**src/hdl/cpwm_pkg.sv**
```systemverilog
// Shared constants, types and helpers of the capture/compare/PWM unit
package cpwm_pkg;

  // ****************************************
  // Widths
  // ****************************************
  localparam int DUTY_W = 10;
  localparam int TB_W = 8;
  localparam int CMP_W = 16;
  localparam int PRE_W = 10;
  localparam int PSEL_W = 3;
  localparam int POST_W = 4;
  localparam int BYTE_W = 8;

  // ****************************************
  // Timing and reset values
  // ****************************************
  // Oscillator cycles per instruction cycle; clk_sys is the oscillator
  localparam logic [PRE_W-1:0] OSC_PER_INSTR = 10'h004;
  localparam logic [PRE_W-1:0] PRE_ONE = 10'h001;
  localparam logic [TB_W-1:0] TB_RESET = 8'h00;
  localparam logic [TB_W-1:0] TB_STEP = 8'h01;
  localparam logic [DUTY_W-1:0] DUTY_ZERO = 10'h000;
  localparam logic [POST_W-1:0] POST_RESET = 4'h0;
  localparam logic [POST_W-1:0] POST_STEP = 4'h1;
  localparam logic LATCH_RESET = 1'b0;
  localparam logic DIR_RESET = 1'b1;
  localparam logic FLAG_RESET = 1'b0;
  localparam logic [BYTE_W-1:0] CTRL_ALL_ZERO = 8'h00;

  // ****************************************
  // Mode field encodings
  // ****************************************
  localparam logic [3:0] MODE_OFF = 4'h0;
  localparam logic [3:0] MODE_TOGGLE_CLR = 4'h1;
  localparam logic [3:0] MODE_TOGGLE = 4'h2;
  localparam logic [3:0] MODE_SET = 4'h8;
  localparam logic [3:0] MODE_CLEAR = 4'h9;
  localparam logic [3:0] MODE_PULSE = 4'ha;
  localparam logic [3:0] MODE_PULSE_CLR = 4'hb;
  localparam logic [1:0] MODE_PWM_TOP = 2'h3;

  typedef enum logic [1:0] {
    CPWM_OFF,
    CPWM_CAPTURE,
    CPWM_COMPARE,
    CPWM_PWM
  } cpwm_mode_t;

  // ****************************************
  // Register images
  // ****************************************
  typedef struct packed {
    logic enable;
    logic spare;
    logic out_status;
    logic alignment_select;
    logic [3:0] mode;
  } cpwm_ctrl_t;

  typedef struct packed {
    logic on;
    logic [PSEL_W-1:0] prescale_select;
    logic [POST_W-1:0] postscale;
  } cpwm_tb_ctrl_t;

  typedef struct packed {
    logic [BYTE_W-1:0] high_byte;
    logic [BYTE_W-1:0] low_byte;
  } cpwm_duty_t;

  // ****************************************
  // Helpers
  // ****************************************
  function automatic logic [DUTY_W-1:0] cpwm_align(input cpwm_duty_t d, input logic left);
    logic [DUTY_W-1:0] v;
    v = left ? {d.high_byte, d.low_byte[7:6]} : {d.high_byte[1:0], d.low_byte};
    return v;
  endfunction

  function automatic cpwm_mode_t cpwm_decode(input cpwm_ctrl_t c);
    cpwm_mode_t m;
    if (!c.enable || c.mode == MODE_OFF) begin
      m = CPWM_OFF;
    end else if (c.mode[3:2] == MODE_PWM_TOP) begin
      m = CPWM_PWM;
    end else if (c.mode[3] || c.mode == MODE_TOGGLE || c.mode == MODE_TOGGLE_CLR) begin
      m = CPWM_COMPARE;
    end else begin
      m = CPWM_CAPTURE;
    end
    return m;
  endfunction

endpackage

```
**src/hdl/cpwm_postscaler.sv**
```systemverilog
// Timebase postscaler: divides period matches down to the wrap flag event
`timescale 1ns/100ps
module cpwm_postscaler (
  input wire logic clk_sys,
  input wire logic resetn,
  input wire logic clear,
  input wire logic period_match,
  input wire logic [cpwm_pkg::POST_W-1:0] postscale,
  output logic wrap_event
);
  import cpwm_pkg::*;

  logic [POST_W-1:0] count;

  function automatic logic [POST_W-1:0] post_step_add(input logic [POST_W-1:0] v);
    return POST_W'(v + POST_STEP);
  endfunction

  assign wrap_event = period_match && (count == postscale);

  always_ff @(posedge clk_sys or negedge resetn) begin
    if (!resetn) begin
      count <= POST_RESET;
    end else if (clear || wrap_event) begin
      count <= POST_RESET;
    end else if (period_match) begin
      count <= post_step_add(count);
    end
  end

endmodule // cpwm_postscaler

```
**src/hdl/cpwm_prescaler.sv**
```systemverilog
// Timebase prescaler: counts oscillator cycles, yields the tick and two low phase bits
`timescale 1ns/100ps
module cpwm_prescaler (
  input wire logic clk_sys,
  input wire logic resetn,
  input wire logic run,
  input wire logic [cpwm_pkg::PSEL_W-1:0] prescale_select,
  output logic tick,
  output logic [1:0] phase
);
  import cpwm_pkg::*;

  logic [PRE_W-1:0] count;
  logic [PRE_W-1:0] limit;
  logic [PRE_W-1:0] scaled;
  logic [PRE_W-1:0] next_count;

  // One timer step spans four oscillator cycles times the prescale ratio
  assign limit = PRE_W'((OSC_PER_INSTR << prescale_select) - PRE_ONE);
  // A count left above a lowered limit ends its step at once instead of wrapping
  assign tick = run && (count >= limit);
  assign next_count = tick ? '0 : PRE_W'(count + PRE_ONE);
  // At 1:1 these are the oscillator phase, otherwise the prescaler bits
  assign scaled = count >> prescale_select;
  assign phase = scaled[1:0];

  always_ff @(posedge clk_sys or negedge resetn) begin
    if (!resetn) begin
      count <= '0;
    end else if (run) begin
      count <= next_count;
    end
  end

endmodule // cpwm_prescaler

```
**src/hdl/cpwm_unit.sv**
```systemverilog
// Capture/compare/PWM unit: PWM generator with timebase, compare output and sleep hold
//
// What this block does
// - Compare matching keeps working in sleep while its timer runs; can wake.
// - PWM mode drives a pulse train with up to 10-bit duty resolution.
// - Period is (period limit + 1) x 4 oscillator cycles x prescale ratio.
// - After count equals limit: clear count, set pin unless duty zero, load shadow.
// - Duty value writable anytime; takes effect only at next period match.
// - Alignment select places the 10-bit duty inside the 16-bit duty register.
// - Right: high[1:0],low[7:0]; left: high[7:0],low[7:6].
// - Time base is count plus two low bits from oscillator or prescaler.
// - Time base equal to shadow duty clears the output pin.
// - Resolution is log2(4 x (limit + 1)), full 10 bits at limit 0xff.
// - Duty beyond the period leaves the pin unchanged through the cycle.
// - Postscaler only paces the wrap flag, never the PWM frequency.
// - Sleep stops the count and freezes PWM state; in PWM mode the pin holds its level.
// - Any reset restores defaults and turns the pin to input direction.
// - Module-on bit 7 low disables all capture, compare and PWM activity.
// - Outside sleep, writing all zeros to module control forces the output latch low.
`timescale 1ns/100ps
module cpwm_unit (
  input wire logic clk_sys,
  input wire logic resetn,
  input wire logic sleep,
  input wire cpwm_pkg::cpwm_ctrl_t module_control,
  input wire cpwm_pkg::cpwm_tb_ctrl_t timebase_control,
  input wire logic [cpwm_pkg::TB_W-1:0] period_limit,
  input wire cpwm_pkg::cpwm_duty_t duty_compare_value,
  input wire logic [cpwm_pkg::CMP_W-1:0] compare_timer_value,
  input wire logic compare_timer_running,
  input wire logic event_flag_clear,
  input wire logic event_int_enable,
  input wire logic wrap_flag_clear,
  input wire logic pin_direction_write,
  input wire logic pin_direction_value,
  output logic unit_output_pin_o,
  output logic unit_output_pin_oe,
  output logic out_status,
  output logic [cpwm_pkg::TB_W-1:0] timebase_count,
  output logic timebase_wrap_flag,
  output logic unit_event_flag,
  output logic compare_timer_clear,
  output logic wake_request,
  output logic [cpwm_pkg::DUTY_W-1:0] duty_shadow
);
  import cpwm_pkg::*;

  // ****************************************
  // Mode decode
  // ****************************************
  cpwm_mode_t mode;
  logic pwm_active;
  logic compare_active;
  logic ctrl_zero;
  logic [DUTY_W-1:0] duty_aligned;

  assign mode = cpwm_decode(module_control);
  assign pwm_active = (mode == CPWM_PWM);
  assign compare_active = (mode == CPWM_COMPARE);
  assign ctrl_zero = (module_control == CTRL_ALL_ZERO);
  assign duty_aligned = cpwm_align(duty_compare_value, module_control.alignment_select);

  // ****************************************
  // Timebase
  // ****************************************
  logic tb_run;
  logic pre_tick;
  logic [1:0] tb_phase;
  logic period_hit;
  logic period_match;
  logic [TB_W-1:0] next_count;
  logic [DUTY_W-1:0] time_base;
  logic wrap_event;

  // Sleep gates the timebase prescaler and count so the PWM freezes in place; compare logic keeps running
  assign tb_run = timebase_control.on && !sleep;

  cpwm_prescaler u_prescaler (
    .clk_sys(clk_sys),
    .resetn(resetn),
    .run(tb_run),
    .prescale_select(timebase_control.prescale_select),
    .tick(pre_tick),
    .phase(tb_phase)
  );

  assign period_hit = (timebase_count == period_limit);
  assign period_match = pre_tick && period_hit;
  assign next_count = period_hit ? TB_RESET : TB_W'(timebase_count + TB_STEP);
  // Low two bits extend the counter so one step is one oscillator cycle times prescale
  assign time_base = {timebase_count, tb_phase};

  always_ff @(posedge clk_sys or negedge resetn) begin
    if (!resetn) begin
      timebase_count <= TB_RESET;
    end else if (pre_tick) begin
      timebase_count <= next_count;
    end
  end

  // Postscaler paces only the wrap flag; the PWM uses period_match directly
  cpwm_postscaler u_postscaler (
    .clk_sys(clk_sys),
    .resetn(resetn),
    .clear(!timebase_control.on),
    .period_match(period_match),
    .postscale(timebase_control.postscale),
    .wrap_event(wrap_event)
  );

  // Set wins over a clear in the same cycle
  always_ff @(posedge clk_sys or negedge resetn) begin
    if (!resetn) begin
      timebase_wrap_flag <= FLAG_RESET;
    end else if (wrap_event) begin
      timebase_wrap_flag <= 1'b1;
    end else if (wrap_flag_clear) begin
      timebase_wrap_flag <= 1'b0;
    end
  end

  // ****************************************
  // Duty shadow buffer
  // ****************************************
  logic load_shadow;

  // The live duty register may change anytime; only the shadow steers the pin
  assign load_shadow = pwm_active && period_match;

  always_ff @(posedge clk_sys or negedge resetn) begin
    if (!resetn) begin
      duty_shadow <= DUTY_ZERO;
    end else if (load_shadow) begin
      duty_shadow <= duty_aligned;
    end
  end

  // ****************************************
  // PWM set and clear
  // ****************************************
  logic pwm_set;
  logic pwm_clear;
  logic duty_match;
  logic duty_beyond;

  // A wrapping cycle restarts at time base zero, so match is checked on the live shadow
  assign duty_match = tb_run && (time_base == duty_shadow);
  // The time base tops out at four steps per count, so a larger shadow is never reached
  assign duty_beyond = (duty_shadow[DUTY_W-1:DUTY_W-TB_W] > period_limit);
  // Pin set at period start unless the incoming duty is zero
  assign pwm_set = load_shadow && (duty_aligned != DUTY_ZERO);
  // A duty beyond the period never matches, leaving the pin as it stands
  // The registered pin falls one clock after the time base reaches the shadow
  assign pwm_clear = pwm_active && duty_match && !duty_beyond && !period_match;

  // ****************************************
  // Compare action
  // ****************************************
  logic cmp_equal;
  logic cmp_equal_d;
  logic cmp_hit;
  logic pulse_active;
  logic cmp_toggle;
  logic cmp_set;
  logic cmp_clr;
  logic cmp_pulse;
  logic cmp_clears_timer;

  // Matching does not depend on sleep, only on the compare timer still counting
  assign cmp_equal = compare_active && compare_timer_running
    && (compare_timer_value == duty_compare_value);
  assign cmp_hit = cmp_equal && !cmp_equal_d;
  assign cmp_toggle = (module_control.mode == MODE_TOGGLE)
    || (module_control.mode == MODE_TOGGLE_CLR);
  assign cmp_set = (module_control.mode == MODE_SET);
  assign cmp_clr = (module_control.mode == MODE_CLEAR);
  assign cmp_pulse = (module_control.mode == MODE_PULSE)
    || (module_control.mode == MODE_PULSE_CLR);
  assign cmp_clears_timer = (module_control.mode == MODE_TOGGLE_CLR)
    || (module_control.mode == MODE_PULSE_CLR);
  assign compare_timer_clear = cmp_hit && cmp_clears_timer;

  always_ff @(posedge clk_sys or negedge resetn) begin
    if (!resetn) begin
      cmp_equal_d <= 1'b0;
    end else begin
      cmp_equal_d <= cmp_equal;
    end
  end

  // Pulse stays active one instruction cycle and the pin falls one clock later, so the divider runs at the 1:1 setting
  logic instr_tick;
  logic [PSEL_W-1:0] instr_select;

  assign instr_select = '0;

  cpwm_prescaler u_instr_div (
    .clk_sys(clk_sys),
    .resetn(resetn),
    .run(pulse_active),
    .prescale_select(instr_select),
    .tick(instr_tick),
    .phase()
  );

  always_ff @(posedge clk_sys or negedge resetn) begin
    if (!resetn) begin
      pulse_active <= 1'b0;
    end else if (cmp_hit && cmp_pulse) begin
      pulse_active <= 1'b1;
    end else if (instr_tick || !compare_active) begin
      pulse_active <= 1'b0;
    end
  end

  // ****************************************
  // Output latch
  // ****************************************
  logic next_latch;
  logic out_latch;
  logic pulse_done;
  logic latch_hold;

  // A pulse ends once its instruction cycle has run out
  assign pulse_done = compare_active && cmp_pulse && !pulse_active && out_latch;
  // Sleep freezes the PWM latch, but compare actions still land
  assign latch_hold = sleep && !compare_active;

  always_comb begin
    next_latch = out_latch;
    if (ctrl_zero) begin
      next_latch = LATCH_RESET;
    end else if (pwm_active) begin
      if (pwm_set) begin
        next_latch = 1'b1;
      end else if (pwm_clear) begin
        next_latch = 1'b0;
      end
    end else if (compare_active && cmp_hit) begin
      if (cmp_toggle) begin
        next_latch = !out_latch;
      end else if (cmp_set || cmp_pulse) begin
        next_latch = 1'b1;
      end else if (cmp_clr) begin
        next_latch = 1'b0;
      end
    end else if (pulse_done) begin
      next_latch = 1'b0;
    end
  end

  always_ff @(posedge clk_sys or negedge resetn) begin
    if (!resetn) begin
      out_latch <= LATCH_RESET;
    end else if (!latch_hold) begin
      out_latch <= next_latch;
    end
  end

  // ****************************************
  // Event flag and wake
  // ****************************************
  logic unit_event;

  assign unit_event = (compare_active && cmp_hit) || load_shadow;

  always_ff @(posedge clk_sys or negedge resetn) begin
    if (!resetn) begin
      unit_event_flag <= FLAG_RESET;
    end else if (unit_event) begin
      unit_event_flag <= 1'b1;
    end else if (event_flag_clear) begin
      unit_event_flag <= 1'b0;
    end
  end

  assign wake_request = sleep && unit_event_flag && event_int_enable;

  // ****************************************
  // Pin direction and drive
  // ****************************************
  logic pin_is_input;

  always_ff @(posedge clk_sys or negedge resetn) begin
    if (!resetn) begin
      pin_is_input <= DIR_RESET;
    end else if (pin_direction_write) begin
      pin_is_input <= pin_direction_value;
    end
  end

  // The latch keeps driving through sleep; in PWM mode it holds its level
  assign unit_output_pin_o = out_latch;
  assign unit_output_pin_oe = !pin_is_input;
  assign out_status = out_latch;

endmodule // cpwm_unit

```
**config.mk**
```make
export PLATFORM = sky130hd
export DESIGN_NAME = cpwm_unit
export DESIGN_NICKNAME = d
export VERILOG_FILES = /design/src/hdl/cpwm_pkg.sv /design/src/hdl/cpwm_postscaler.sv /design/src/hdl/cpwm_prescaler.sv /design/src/hdl/cpwm_unit.sv
export SDC_FILE = /design/constraint.sdc
export NUM_CORES = 1
export LEC_CHECK = 0
export BUFFER_PORTS_ARGS = -buffer_cell sky130_fd_sc_hd__buf_4
export CAP_MARGIN = 40
export CORE_AREA = 2 2 86 88
export CTS_BUF_LIST = sky130_fd_sc_hd__clkbuf_4 sky130_fd_sc_hd__clkbuf_8
export CTS_CLUSTER_SIZE = 25
export DETAILED_ROUTE_END_ITERATION = 6
export DIE_AREA = 0 0 88 90
export HOLD_SLACK_MARGIN = 0.06
export PLACE_DENSITY = 0.83
export REMOVE_ABC_BUFFERS = 1
export SLEW_MARGIN = 40
export SYNTH_ARGS = -nofsm -noshare
export SYNTH_HDL_FRONTEND = slang
export SYNTH_SLANG_ARGS = --single-unit
```
**constraint.sdc**
```tcl
create_clock -name clk_sys -period 1.9 [get_ports clk_sys]
set_input_delay 0.285 -clock clk_sys [delete_from_list [all_inputs] [get_ports clk_sys]]
set_output_delay 0.285 -clock clk_sys [all_outputs]
set_load 0.005 [all_outputs]
```
==> flow_summary.yaml <==
status:
  status: "complete, but fails checks"
  violations: "negative setup slack"
synth:
  synth_edf_count: 0
  syn-instance-count: 380
  yosysTopAreaCell: "dfrtp_1"
  netlist_top_cells_area: "dfrtp_1 (34%), ha_1 (7.3%), xnor2_1 (6.6%)"
  syn-cell-area_mm2: 0.003441
  synthArstFlopShare: 1.000
  syn_avg_cell_area_um2: 9.055
  synth_cell_types: 60
  synth_flop_cell: "dfrtp_1"
  ys_warn_count: 0
  synth-seq-cells: 48
  yosysSeqAreaShare: 0.3495
  synthDominantCellAreaShare: 0.3418
global_routing:
  grt.total_usage: 0.2641
  antenna_found_initial: 0
  grt_pass1_vias: 3590
  grt.overflow.total: 0
  grt_start_max_net_pins: 49
  grt_pass1_wl_um: 16550
placed_design:
  hpwl_um: 7382
  dpl_cell_area_mm2: 0.004641
  gp_congestion: 0.8826
  dp.cells: 617
  io_buffers: 89
clock_network:
  cts_buffer_depth: 2
  cts_tree: "built"
  root_buffer: "clkbuf_8"
  clkSlewWorstSetupHoldPaths_ns: 0.11
  cts_htree_levels: 2
  clkSinkCount: 48
  clk_latency_ns: 0.31
  numCtsBuffers: 5
worst_setup_path:
  worstSetupStartpointType: "register"
  crit_chain: "ha_2, a211oi_2, o211ai_1, a221oi_2, buf_4, buf_4, nand2_4, buf_6, o21ai_2"
  required_ns: 2.13
  critPathArrivalTime_ns: 2.43
  crit_type: "reg -> reg"
  max_stage_delay_ns: 0.44
  cpMostUsedCell: "buf_4"
  slowest_stage: "dfrtp_1"
  path_max_fanout: 6
  reg2reg_depth: 9
  end_kind: "register"
worst_hold_path:
  hp-class: "in -> reg"
  hold_depth: 2
sta:
  finalCritPeriodShare: 1.158
  fmax_mhz: 454.5
  fin_crit_ns: 2.200
  rsz0062_at_grt: "yes"
  timing.final.ws_setup_ns: -0.3000
  setup_violations: 35
  finalHoldViolations: 0
  worst_pin_slew_ns: 0.6572
  slew_headroom: 0.5578
  fin_skew_ns: 0.01771
  maxSlewViolCount: 0
finish:
  num-fill-cells: 404
  fin_util: 0.7512
  multi_input_area_mm2: 0.002416
  antennaDiodeCount: 0
  final_nets: 624
  stdcell_count: 639
  seqCellArea_mm2: 0.001202
  finalInstanceArea_mm2: 0.005274
  syn2layout_area_growth_pct: 53.27
  final_common_cell: "buf_4"
  drive_gt1_frac: 0.4444
  final_cell_mix: "buf_4 (148), dfrtp_1 (47), nand2_1 (29)"
detailed_routing:
  drc: 0
  viasPerCell: 5.884
  drtIter0Drc: 329
  first_pass_iters: 5
  post_drt_wl_per_cell_um: 18.36
  ant_nets: 0
  vias: 3760
  drt_wl_total_um: 11730
die:
  initial_utilization: 0.4901
  fp.coreArea_mm2: 0.007020
  rows: 31
  dieArea_mm2: 0.007920
  boundaryPins: 90
  die_w_um: 88
  dieHeight_um: 90
power_and_ir_drop:
  power.leakage_nw: 2.589
  power_w: 0.003193
  p_per_area_mw_per_mm2: 605.4
  vdd_ir_drop_max_uv: 441.5
job:
  cap_viol_max_count: 0
-- logic make-up after synthesis --
logic type / share of synthesized area
compound gates: 0.1280
xor+xnor: 0.1196
fa+ha+maj: 0.07273
buf+inv: 0.04836
flops: 0.3495
mux: 0.06727
other cells: 0.001090
simple gates: 0.2135
-- layout make-up --
cell class | instances | share of cell area
Multi-Input combinational cell | 301 | 0.4581
Sequential cell | 48 | 0.2280
Clock buffer | 5 | 0.01305
Tap cell | 99 | 0.02349
Inverter | 17 | 0.01210
Clock inverter | 3 | 0.01305
Timing Repair Buffer | 166 | 0.2522
-- Yosys cell counts, types with 6 or more instances --
master	count
a21oi_1	19
nand4_1	7
nor4_1	10
mux2i_1	16
nor2_1	36
o21ai_1	15
dfrtp_1	47
inv_1	16
xor2_1	21
ha_1	20
and3_1	8
nor3_1	6
o21ai_0	7
clkbuf_1	7
nor2b_1	6
xnor2_1	26
nand2_1	33
nand3_1	17
-- registers in the layout, indices dropped and copies added (netlist names) --
register            cells
u_prescaler.count      10
out_status              1
pin_is_input            1
timebase_count          8
unit_event_flag         1
timebase_wrap_flag      1
cmp_equal_d             1
duty_shadow            10
u_instr_div.count      10
pulse_active            1
u_postscaler.count      4
-- report_power, final --
| part | internal [W] | switching, W |
|---|---|---|
| registers | 0.00109 | 0.0000637 |
| clock network | 0.000530 | 0.000385 |
| logic | 0.000580 | 0.000539 |
-- path summary, 6_finish.rpt --
kind / from / endpoint / slack [ns]
max reg2reg: u_prescaler.count[0] / u_prescaler.count[0] / -0.30
min in group asynchronous: resetn / timebase_wrap_flag / 0.54
max: u_prescaler.count[0] / u_prescaler.count[0] / -0.30
min: pin_direction_write / pin_is_input / 0.13
min reg2reg: pin_is_input / pin_is_input / 0.51
max in group asynchronous: resetn / duty_shadow[7] / 0.93
-- worst max-delay path: cells and delay by family (launching register included) --
kind | cells | cell delay, ns
buffers and inverters | 3 | 0.51
adders and majority gates | 1 | 0.23
DFF | 1 | 0.44
and+or+nand+nor | 1 | 0.06
AOI/OAI and AO/OA | 4 | 0.88
-- through the flow --
stage	hold slack [ns]	worst slack, ns	TNS (ns)
3_5_place_dp	0.3364	-0.6235	-18.46
2_1_floorplan	-0.01059	-0.9928	-22.61
6_report	0.1326	-0.3000	-7.346
4_1_cts	0.1375	-0.2163	-4.559
3_3_place_gp	0.3326	-0.5894	-14.74
5_1_grt	0.1357	-0.3335	-8.400
-- timing repair --
| action | CTS | global route |
|---|---|---|
| gates cloned | 1 | 0 |
| pin swaps | 25 | 20 |
| buffers inserted | 5 | 7 |
| hold endpoints to repair | 47 | 0 |
| resized for setup | 45 | 34 |
| hold buffers | 1 | 0 |
| endpoints found under the setup margin | 35 | 35 |
-- metal layers --
metal,wire [µm],global-route usage
met3,782,0.03673
met1,4418,0.3221
met5,0,0
met2,5936,0.4558
met4,592,0.1154
(Power assumes the default switching activity.)
